===== src/common/pwm_trig_defines.svh =====
`ifndef PWM_TRIG_DEFINES_SVH
`define PWM_TRIG_DEFINES_SVH

// register word indices; byte address is four times the index
`define PT_IDX_DEAD_TIME 4'h0
`define PT_IDX_CMP0 4'h1
`define PT_IDX_CMP1 4'h2
`define PT_IDX_CMP2 4'h3
`define PT_IDX_CMP3 4'h4
`define PT_IDX_TRIG_CTRL 4'h5
`define PT_IDX_TRIG_OUT 4'h6
`define PT_IDX_LINE_SEL 4'h7
`define PT_IDX_MODE_SEL 4'h8
`define PT_IDX_STATUS 4'h9

// field positions
`define PT_MODE_STRIDE 4
`define PT_SYNC_LSB 16
`define PT_OUT_MODE_BIT 0
`define PT_EMG_EN_BIT 1
`define PT_VE_SEL_BIT 0
`define PT_BUF_SRC_BIT 1

// reset values
`define PT_RST_WORD 32'h0000_0000
`define PT_RST_WAIT 1'b1

// trigger timing mode codes
`define PT_TM_MATCH_UP 3'h0
`define PT_TM_MATCH_DOWN 3'h1
`define PT_TM_MATCH_BOTH 3'h2
`define PT_TM_PEAK 3'h3
`define PT_TM_BOTTOM 3'h4
`define PT_TM_PEAK_BOTTOM 3'h5

// update sync select codes
`define PT_SYNC_BY_MODE 2'h0
`define PT_SYNC_BOTTOM 2'h1
`define PT_SYNC_PEAK 2'h2

// timing: dead time unit in ns and system clock period in ns
`define PT_DT_UNIT_NS 200
`define PT_CLK_PERIOD_NS 10
`define PT_DT_UNIT_CYCLES \
  ((`PT_DT_UNIT_NS + `PT_CLK_PERIOD_NS - 1) / `PT_CLK_PERIOD_NS)

// number of selectable trigger output lines
`define PT_LINE_COUNT 6

`endif


===== src/common/pwm_trig_pkg.sv =====
package pwm_trig_pkg;

  // dead time phase states, one-hot
  typedef enum logic [2:0] {
    DT_UPPER = 3'b001,
    DT_GAP = 3'b010,
    DT_LOWER = 3'b100
  } dt_state_t;

  typedef struct packed {
    dt_state_t st;
    logic target;
    logic [15:0] cnt;
    logic up;
    logic lo;
  } dt_t;

  typedef struct packed {
    logic [15:0] active;
  } chan_t;

  typedef struct packed {
    logic [2:0] mode;
    logic [1:0] sync;
  } chan_cfg_t;

  // carrier events and levels; peak and bottom are one cycle wide, down, saw and run are levels
  typedef struct packed {
    logic fresh;
    logic peak;
    logic bottom;
    logic down;
    logic saw;
    logic run;
  } carrier_t;

  typedef struct packed {
    logic [7:0] dead_time;
    logic [3:0][15:0] cmp;
    logic [3:0][2:0] mode;
    logic [1:0] sync;
    logic out_mode;
    logic emg_en;
    logic [2:0] line_sel;
    logic ve_sel;
    logic buf_src;
    logic waitreq;
    logic [31:0] rdata;
    logic [15:0] prev_count;
    logic [3:0] trig;
    logic [5:0] line;
  } ctl_t;

endpackage


===== src/dead_time_phase.sv =====
`timescale 1ns/1ps
`include "pwm_trig_defines.svh"
module dead_time_phase #(
  parameter int UNIT_CYCLES = `PT_DT_UNIT_CYCLES
) (
  // clock and reset
  input wire logic clk,
  input wire logic rst,
  // control
  input wire logic [7:0] dead_time,
  input wire logic demand,
  // gate drives
  output logic upper,
  output logic lower
);

  pwm_trig_pkg::dt_t s;
  pwm_trig_pkg::dt_t n;
  logic [15:0] gap_m1;

  // the gap count must fit its 16-bit counter for the largest setting
  if (UNIT_CYCLES < 1 || UNIT_CYCLES * 255 > 65535) begin : g_chk
    $error("dead_time_phase: UNIT_CYCLES out of range");
  end

  // gap length minus one, at least one cycle of both off
  always_comb begin
    gap_m1 = 16'(32'(dead_time) * UNIT_CYCLES);
    if (gap_m1 != 16'h0000) begin
      gap_m1 = gap_m1 - 16'h0001;
    end
  end

  // any change of demand first drops both sides, then waits the gap
  always_comb begin
    n = s;
    case (s.st)
      pwm_trig_pkg::DT_UPPER, pwm_trig_pkg::DT_LOWER: begin
        if (demand != s.target) begin
          n.st = pwm_trig_pkg::DT_GAP;
          n.target = demand;
          n.cnt = gap_m1;
        end
      end
      pwm_trig_pkg::DT_GAP: begin
        if (demand != s.target) begin
          n.target = demand;
          n.cnt = gap_m1;
        end else if (s.cnt == 16'h0000) begin
          n.st = s.target ? pwm_trig_pkg::DT_UPPER
                          : pwm_trig_pkg::DT_LOWER;
        end else begin
          n.cnt = s.cnt - 16'h0001;
        end
      end
      default: begin
        n.st = pwm_trig_pkg::DT_GAP;
      end
    endcase
    n.up = (n.st == pwm_trig_pkg::DT_UPPER);
    n.lo = (n.st == pwm_trig_pkg::DT_LOWER);
  end

  // state register; both sides off out of reset
  always_ff @(posedge clk or posedge rst) begin
    if (rst) begin
      s <= '0;
      s.st <= pwm_trig_pkg::DT_GAP;
    end else begin
      s <= n;
    end
  end

  assign upper = s.up;
  assign lower = s.lo;

endmodule


===== src/pwm_sync_trigger_deadtime.sv =====
`timescale 1ns/1ps
`include "pwm_trig_defines.svh"
module pwm_sync_trigger_deadtime #(
  parameter int LINE_COUNT = `PT_LINE_COUNT,
  parameter int DT_UNIT_CYCLES = `PT_DT_UNIT_CYCLES
) (
  // system
  input wire logic CLK_SYS,
  input wire logic RST,
  // avalon-mm slave, byte address
  input wire logic [5:0] AVS_ADDRESS,
  input wire logic AVS_READ,
  input wire logic AVS_WRITE,
  input wire logic [31:0] AVS_WRITEDATA,
  input wire logic [3:0] AVS_BYTEENABLE,
  output logic [31:0] AVS_READDATA,
  output logic AVS_WAITREQUEST,
  // carrier state from the pwm unit, same clock
  input wire logic [15:0] PWM_COUNT,
  input wire logic [15:0] PWM_PERIOD,
  input wire logic PWM_COUNT_DOWN,
  input wire logic CARRIER_SHAPE_SELECT,
  input wire logic PWM_RUN_ENABLE,
  input wire logic EMERGENCY_PROTECTION,
  // vector engine compare values
  input wire logic [15:0] VECTOR_ENGINE_TRIGGER_COMPARE_ZERO,
  input wire logic [15:0] VECTOR_ENGINE_TRIGGER_COMPARE_ONE,
  // per phase demand, 1 asks for upper on
  input wire logic [2:0] PHASE_DEMAND,
  // gate drives
  output logic [2:0] UPPER_OUT,
  output logic [2:0] LOWER_OUT,
  // adc start pulses
  output logic [3:0] ADC_TRIGGER,
  output logic [5:0] TRIGGER_LINE
);

  pwm_trig_pkg::ctl_t s;
  pwm_trig_pkg::ctl_t n;
  pwm_trig_pkg::carrier_t car;
  pwm_trig_pkg::chan_cfg_t [3:0] cfg;
  logic [3:0][15:0] src;
  logic [3:0] hit;
  logic [3:0] pending;
  logic [3:0] ev;
  logic allow;
  logic req;
  logic [3:0] idx;
  logic [31:0] rd;
  logic [31:0] w;

  // the line vector is six wide; fewer lines are allowed, more are not
  if (LINE_COUNT < 1 || LINE_COUNT > 6) begin : g_chk
    $error("pwm_sync_trigger_deadtime: LINE_COUNT out of range");
  end

  // merge write data into the old word by byte enable
  function automatic logic [31:0] merge(input logic [31:0] old,
                                        input logic [31:0] wd,
                                        input logic [3:0] be);
    logic [31:0] r;
    r = old;
    for (int b = 0; b < 4; b++) begin
      if (be[b]) begin
        r[8*b +: 8] = wd[8*b +: 8];
      end
    end
    return r;
  endfunction

  // carrier events; a count that holds still raises nothing twice
  always_comb begin
    car.fresh = (PWM_COUNT != s.prev_count);
    car.peak = car.fresh && (PWM_COUNT == PWM_PERIOD);
    car.bottom = car.fresh && (PWM_COUNT == 16'h0000);
    car.down = PWM_COUNT_DOWN;
    car.saw = !CARRIER_SHAPE_SELECT;
    car.run = PWM_RUN_ENABLE;
  end

  // compare sources: vector engine may own the first two
  always_comb begin
    for (int i = 0; i < 4; i++) begin
      src[i] = s.cmp[i];
      cfg[i].mode = s.mode[i];
      cfg[i].sync = s.sync;
    end
    if (s.ve_sel) begin
      src[0] = VECTOR_ENGINE_TRIGGER_COMPARE_ZERO;
      src[1] = VECTOR_ENGINE_TRIGGER_COMPARE_ONE;
    end
  end

  // one channel per trigger, identical apart from its inputs
  for (genvar i = 0; i < 4; i++) begin : g_chan
    trigger_channel u_chan (
      .clk(CLK_SYS),
      .rst(RST),
      .src_cmp(src[i]),
      .xfer_en(!s.buf_src),
      .cfg(cfg[i]),
      .car(car),
      .count(PWM_COUNT),
      .hit(hit[i]),
      .pending(pending[i])
    );
  end

  // dead time for the three phase pairs
  for (genvar p = 0; p < 3; p++) begin : g_phase
    dead_time_phase #(
      .UNIT_CYCLES(DT_UNIT_CYCLES)
    ) u_dt (
      .clk(CLK_SYS),
      .rst(RST),
      .dead_time(s.dead_time),
      .demand(PHASE_DEMAND[p]),
      .upper(UPPER_OUT[p]),
      .lower(LOWER_OUT[p])
    );
  end

  // register read view of the current state
  always_comb begin
    rd = `PT_RST_WORD;
    case (idx)
      `PT_IDX_DEAD_TIME: rd[7:0] = s.dead_time;
      `PT_IDX_CMP0: rd[15:0] = s.cmp[0];
      `PT_IDX_CMP1: rd[15:0] = s.cmp[1];
      `PT_IDX_CMP2: rd[15:0] = s.cmp[2];
      `PT_IDX_CMP3: rd[15:0] = s.cmp[3];
      `PT_IDX_TRIG_CTRL: begin
        for (int i = 0; i < 4; i++) begin
          rd[`PT_MODE_STRIDE*i +: 3] = s.mode[i];
        end
        rd[`PT_SYNC_LSB +: 2] = s.sync;
      end
      `PT_IDX_TRIG_OUT: begin
        rd[`PT_OUT_MODE_BIT] = s.out_mode;
        rd[`PT_EMG_EN_BIT] = s.emg_en;
      end
      `PT_IDX_LINE_SEL: rd[2:0] = s.line_sel;
      `PT_IDX_MODE_SEL: begin
        rd[`PT_VE_SEL_BIT] = s.ve_sel;
        rd[`PT_BUF_SRC_BIT] = s.buf_src;
      end
      `PT_IDX_STATUS: begin
        rd[3:0] = pending;
        rd[4] = EMERGENCY_PROTECTION;
        rd[5] = PWM_RUN_ENABLE;
      end
      default: rd = `PT_RST_WORD;
    endcase
  end

  // bus decode and merged write word
  always_comb begin
    req = AVS_READ || AVS_WRITE;
    idx = AVS_ADDRESS[5:2];
    w = merge(rd, AVS_WRITEDATA, AVS_BYTEENABLE);
  end

  // next state: bus slave, register writes and trigger routing
  always_comb begin
    n = s;
    n.prev_count = PWM_COUNT;
    // one wait cycle, then the answer; a write lands on the answer edge
    if (req && s.waitreq) begin
      n.waitreq = 1'b0;
      n.rdata = rd;
    end else begin
      n.waitreq = `PT_RST_WAIT;
    end
    if (AVS_WRITE && !s.waitreq) begin
      case (idx)
        `PT_IDX_DEAD_TIME: n.dead_time = w[7:0];
        `PT_IDX_CMP0: n.cmp[0] = w[15:0];
        `PT_IDX_CMP1: n.cmp[1] = w[15:0];
        `PT_IDX_CMP2: n.cmp[2] = w[15:0];
        `PT_IDX_CMP3: n.cmp[3] = w[15:0];
        `PT_IDX_TRIG_CTRL: begin
          for (int i = 0; i < 4; i++) begin
            n.mode[i] = w[`PT_MODE_STRIDE*i +: 3];
          end
          n.sync = w[`PT_SYNC_LSB +: 2];
        end
        `PT_IDX_TRIG_OUT: begin
          n.out_mode = w[`PT_OUT_MODE_BIT];
          n.emg_en = w[`PT_EMG_EN_BIT];
        end
        `PT_IDX_LINE_SEL: n.line_sel = w[2:0];
        `PT_IDX_MODE_SEL: begin
          n.ve_sel = w[`PT_VE_SEL_BIT];
          n.buf_src = w[`PT_BUF_SRC_BIT];
        end
        default: n.dead_time = s.dead_time; // unmapped or read-only
      endcase
    end
    // emergency state mutes the triggers unless software allows them
    allow = !EMERGENCY_PROTECTION || s.emg_en;
    ev = allow ? hit : 4'h0;
    n.trig = ev;
    n.line = 6'h00;
    if (s.out_mode) begin
      n.trig[0] = 1'b0;
      if (32'(s.line_sel) < LINE_COUNT) begin
        n.line[s.line_sel] = ev[0];
      end
    end
  end

  // all state in one register; waitrequest stands high in reset
  always_ff @(posedge CLK_SYS or posedge RST) begin
    if (RST) begin
      s <= '0;
      s.waitreq <= `PT_RST_WAIT;
    end else begin
      s <= n;
    end
  end

  // outputs straight from the state register
  assign AVS_READDATA = s.rdata;
  assign AVS_WAITREQUEST = s.waitreq;
  assign ADC_TRIGGER = s.trig;
  assign TRIGGER_LINE = s.line;

endmodule


===== src/trigger_channel.sv =====
`timescale 1ns/1ps
`include "pwm_trig_defines.svh"
module trigger_channel (
  // clock and reset
  input wire logic clk,
  input wire logic rst,
  // first stage value and configuration
  input wire logic [15:0] src_cmp,
  input wire logic xfer_en,
  input wire pwm_trig_pkg::chan_cfg_t cfg,
  // carrier
  input wire pwm_trig_pkg::carrier_t car,
  input wire logic [15:0] count,
  // results
  output logic hit,
  output logic pending
);

  pwm_trig_pkg::chan_t s;
  pwm_trig_pkg::chan_t n;
  logic upd_peak;
  logic upd_bot;
  logic immed;
  logic match;
  logic up_hit;
  logic dn_hit;

  // second stage load timing
  always_comb begin
    upd_peak = 1'b0;
    upd_bot = 1'b0;
    immed = 1'b0;
    case (cfg.sync)
      `PT_SYNC_BY_MODE: begin
        case (cfg.mode)
          3'h1: upd_peak = 1'b1;
          3'h2: upd_bot = 1'b1;
          3'h3: begin
            upd_peak = 1'b1;
            upd_bot = 1'b1;
          end
          default: immed = 1'b1;
        endcase
      end
      `PT_SYNC_BOTTOM: upd_bot = 1'b1;
      `PT_SYNC_PEAK: upd_peak = 1'b1;
      default: begin
        upd_peak = 1'b1;
        upd_bot = 1'b1;
      end
    endcase
    // a sawtooth has no true peak/bottom pair; both collapse to peak
    if (car.saw && upd_peak && upd_bot) begin
      upd_bot = 1'b0;
    end
    n = s;
    if (xfer_en && (immed || !car.run
        || (upd_peak && car.peak) || (upd_bot && car.bottom))) begin
      n.active = src_cmp;
    end
  end

  // match against the active stage only
  always_comb begin
    match = car.fresh && (count == s.active);
    up_hit = match && (car.saw || !car.down);
    dn_hit = match && !car.saw && car.down;
    case (cfg.mode)
      `PT_TM_MATCH_UP: hit = up_hit;
      `PT_TM_MATCH_DOWN: hit = dn_hit;
      `PT_TM_MATCH_BOTH: hit = up_hit || dn_hit;
      `PT_TM_PEAK: hit = car.peak;
      `PT_TM_BOTTOM: hit = car.bottom;
      `PT_TM_PEAK_BOTTOM: hit = car.peak || car.bottom;
      default: hit = 1'b0;
    endcase
    pending = (s.active != src_cmp);
  end

  // second stage register
  always_ff @(posedge clk or posedge rst) begin
    if (rst) begin
      s <= '0;
    end else begin
      s <= n;
    end
  end

endmodule


===== config.mk =====
export PLATFORM = sky130hd
export DESIGN_NAME = pwm_sync_trigger_deadtime
export DESIGN_NICKNAME = d
export VERILOG_FILES = /design/src/common/pwm_trig_pkg.sv /design/src/dead_time_phase.sv /design/src/pwm_sync_trigger_deadtime.sv /design/src/trigger_channel.sv
export VERILOG_INCLUDE_DIRS = /design/src /design/src/common
export SDC_FILE = /design/constraint.sdc
export NUM_CORES = 1
export LEC_CHECK = 0
export ABC_CLOCK_PERIOD_IN_PS = 5400
export BUFFER_PORTS_ARGS = -buffer_cell sky130_fd_sc_hd__buf_2
export CAP_MARGIN = 20
export CORE_ASPECT_RATIO = 1.25
export CORE_MARGIN = 10
export CORE_UTILIZATION = 25
export DETAILED_ROUTE_END_ITERATION = 8
export PLACE_DENSITY_LB_ADDON = 0.12
export SYNTH_ARGS = -nofsm -noshare
export SYNTH_HDL_FRONTEND = slang
export SYNTH_HIERARCHICAL = 1
export SYNTH_SLANG_ARGS = --single-unit
export TNS_END_PERCENT = 30

===== constraint.sdc =====
create_clock -name CLK_SYS -period 5.4 [get_ports CLK_SYS]
set_clock_uncertainty 0.2 [all_clocks]
set_input_delay 1.08 -clock CLK_SYS [delete_from_list [all_inputs] [get_ports CLK_SYS]]
set_output_delay 1.08 -clock CLK_SYS [all_outputs]
set_load 0.01 [all_outputs]

==> metrics <==
share of layout cells above drive strength 1=0.2155; Yosys reg bits=268; CTS Hold Bufs=0; Mapped Area=18470 sq um; dpl hpwl=51.86 mm; YS warnings=6; Vias per Instance=4.999; status=finished, final reports clean; Die Ht=323.9 um; mux cell area share after synthesis=0.1017; crit path DAT=4250 ps; period utilisation layout=0.7360; worst-path maximum fanout=12; max-slew violations=0; first-pass GRT wire length=101.9 mm; Cells after Synth=1870; Starting DRT DRC Count=885; CP Capture Type=register; Critical Path RT=5680 ps; nets@finish=2129; Final Hold Fails=0; largest net degree at the start of global routing=83; Setup Buffers After CTS=0; GPL Wtd Cong=0.8172; ranking of synthesized cells by area=dfrtp_1 (36%), xor2_1 (7.3%), mux2_2 (4.5%); H-Tree Level Count=2; Netlist cell types=107; adder-cell share of the synthesized area=0.03373; power per cell area=450.1 nW/um^2; crit-path max cell delay=690 ps; Avg WL per Cell=23.33 um; Yosys top cell area share=0.3576; GRT Util Overall=0.1574; Worst Hold Class=reg2reg; fraction of registers with async set/reset=1.000; Num CTS Buffers=37; ys flop type=dfrtp_1; Synth Area in Simple Gates=0.1925; largest family of logic cells by synthesized area=simple AND/OR/NAND/NOR gates; CP Cell Sequence=ha_1, ha_1, fa_1, a21oi_1, nor2_1, or4b_4, a2111oi_4, mux2_1, o21ai_1; Core ar.=73330 sq um; clock latency on the worst-skew pair=580 ps; RSZ-0062 raised after global routing=no; worst vdd ir=0.2386 mV; Synth Area in Compound Gates=0.1695; Site Rows=111; Post-synth EDFFs=0; Pleak=9.349 nW; IO Pins=166; number of antenna-violating nets in the routed design=0; post-CTS resize count=0; Starting Density=0.2519; most frequent CP cell=ha_1; number of global-route vias before repair=15144; Post-Route Utilization=0.2881; slew at the pin closest to its max-slew limit=1149 ps; Syn Area/Cell=9.879 sq um; # DRC=0; total gr overflow=0; die area=85240 sq um; fill count=7868; clock sinks=268; area of the multi-input gates=10870 sq um; Max clock buf depth=3; Reg area=6711 sq um; clock-pin transition on the worst setup and hold timing paths=60 ps; vias after detailed routing=14756; slowest CP cell=dfrtp_1; relative slew slack=0.2296; XOR/XNOR share of the synthesized area=0.08771; Seq/Total Area, Yosys=0.3633; P&R area growth vs syn=14.37%; maxcap violations=0; critical path class=reg2reg; post-route minimum period=3974 ps; cell taking the most area after synthesis=dfrtp_1; Port Buffers=134; Root Buffer Master=clkbuf_16; CP startpoint kind=register; final setup fails=0; router iterations before antenna repair=6; CTS tree=done; initial antenna violation count=6; die width=263.1 um; routed wire length=68.87 mm; fmax=251.6 MHz; total negative setup slack=0 ps
[placed cells by master, fill, tap and decap left out, types with 42 or more instances in the layout]
cell type	netlist	layout
a21oi_1	77	77
buf_2	23	134
dfrtp_1	264	264
ha_1	45	45
inv_1	59	58
mux2_2	74	74
mux2_4	42	42
nand2_1	119	119
nor2_1	115	115
nor3_1	43	43
nor4_1	56	56
o21ai_0	122	122
xor2_1	153	153
[cells in the mapped netlist, types with 11 or more instances]
| library cell | number |
|---|---|
| nand4_1 | 19 |
| nor3_1 | 43 |
| mux2i_1 | 37 |
| mux2_4 | 42 |
| buf_4 | 51 |
| clkbuf_1 | 31 |
| mux2_2 | 74 |
| nand2b_1 | 31 |
| nand3b_1 | 33 |
| o211ai_1 | 16 |
| o21a_1 | 14 |
| xor2_1 | 153 |
| dfrtp_1 | 264 |
| a22oi_1 | 15 |
| nand3_1 | 28 |
| nor2b_1 | 23 |
| ha_1 | 45 |
| and2_1 | 16 |
| o31ai_1 | 31 |
| xnor2_1 | 32 |
| a21oi_1 | 77 |
| nor3b_1 | 11 |
| nand2_1 | 119 |
| nor4_1 | 56 |
| nor2_1 | 115 |
| buf_2 | 23 |
| a31oi_1 | 14 |
| inv_1 | 59 |
| o21ai_0 | 122 |
[worst max-delay path: cells and delay by family, from the launching register on]
kind	cells	cell delay, ps
compound gates	3	920
fa+ha+maj	3	1030
flops	1	690
mux	1	390
simple gates	2	650
[routing by layer]
metal	global-route usage	vias to the layer above	routed length [um]
met3	0.02901	104	2963
met1	0.1835	7345	28260
met5	0	-	48
met4	0.06111	8	2699
li1	-	7009	-
met2	0.2816	290	34900
[registers in the layout, summed over array words and instances, names as in the netlist]
register,flops
TRIGGER_LINE,6
cfg,14
g_phase.u_dt/lower,3
AVS_READDATA,18
AVS_WAITREQUEST,1
g_phase.u_dt/s,60
g_chan.u_chan/s,64
s,95
ADC_TRIGGER,4
g_phase.u_dt/upper,3
[logic make-up (layout without fill, tap and decap cells)]
kind of cell	count (synthesis)	count (layout)
AOI/OAI and AO/OA	436	436
xor gates and xnor gates	185	185
adders and majority gates	48	48
buffers and inverters	174	282
DFF	268	268
muxes	156	156
other	1	15
and+or+nand+nor	602	602
[metrics by stage]
step | worst slack, ps | power [mW] | instances | area, sq um | hold WS, ps
final | 1426 | 9.510 | 2952 | 21130 | 273.3
after global routing | 1268 | 10.17 | 2951 | 21130 | 303.2
after CTS | 1386 | 9.627 | 2948 | 21080 | 280.1
after detailed placement | 1199 | 6.980 | 2882 | 19830 | 266.9
after global placement | 1184 | 6.953 | 2882 | 19830 | 268.3
after floorplan | 425.5 | 5.909 | 1883 | 18520 | 241.6
[where the power goes]
| part | switching, mW | internal [mW] | total, mW | leakage, nW |
|---|---|---|---|---|
| sequential | 0.788 | 2.54 | 3.33 | 3.48 |
| combinational | 1.99 | 1.62 | 3.61 | 5.27 |
| clock | 1.00 | 1.57 | 2.57 | 0.603 |
| total | 3.79 | 5.72 | 9.51 | 9.35 |
[path summary, 6_finish.rpt]
kind                       depth (start not counted)                    end  slack [ps]              from
max                                                9   g_phase[0].u_dt/s[5]        1430            s[145]
min                                                2       AVS_READDATA[15]         270  AVS_READDATA[15]
max reg2reg                                        9   g_phase[0].u_dt/s[5]        1430            s[145]
min reg2reg                                        2       AVS_READDATA[15]         270  AVS_READDATA[15]
max in group asynchronous                          3                  s[15]        3320               RST
min in group asynchronous                          2  g_phase[1].u_dt/s[11]         490               RST
[final cells by class]
type / instances / area share
multi-input cells: 1441 / 0.5147
inverters: 59 / 0.01072
clock inverters: 11 / 0.007936
well taps: 960 / 0.05685
repair buffers: 157 / 0.04122
flip-flops and latches: 268 / 0.3177
clock buffers: 55 / 0.05081
diodes: 1 / 0.0001184
Power figures use the tool's default switching activity.
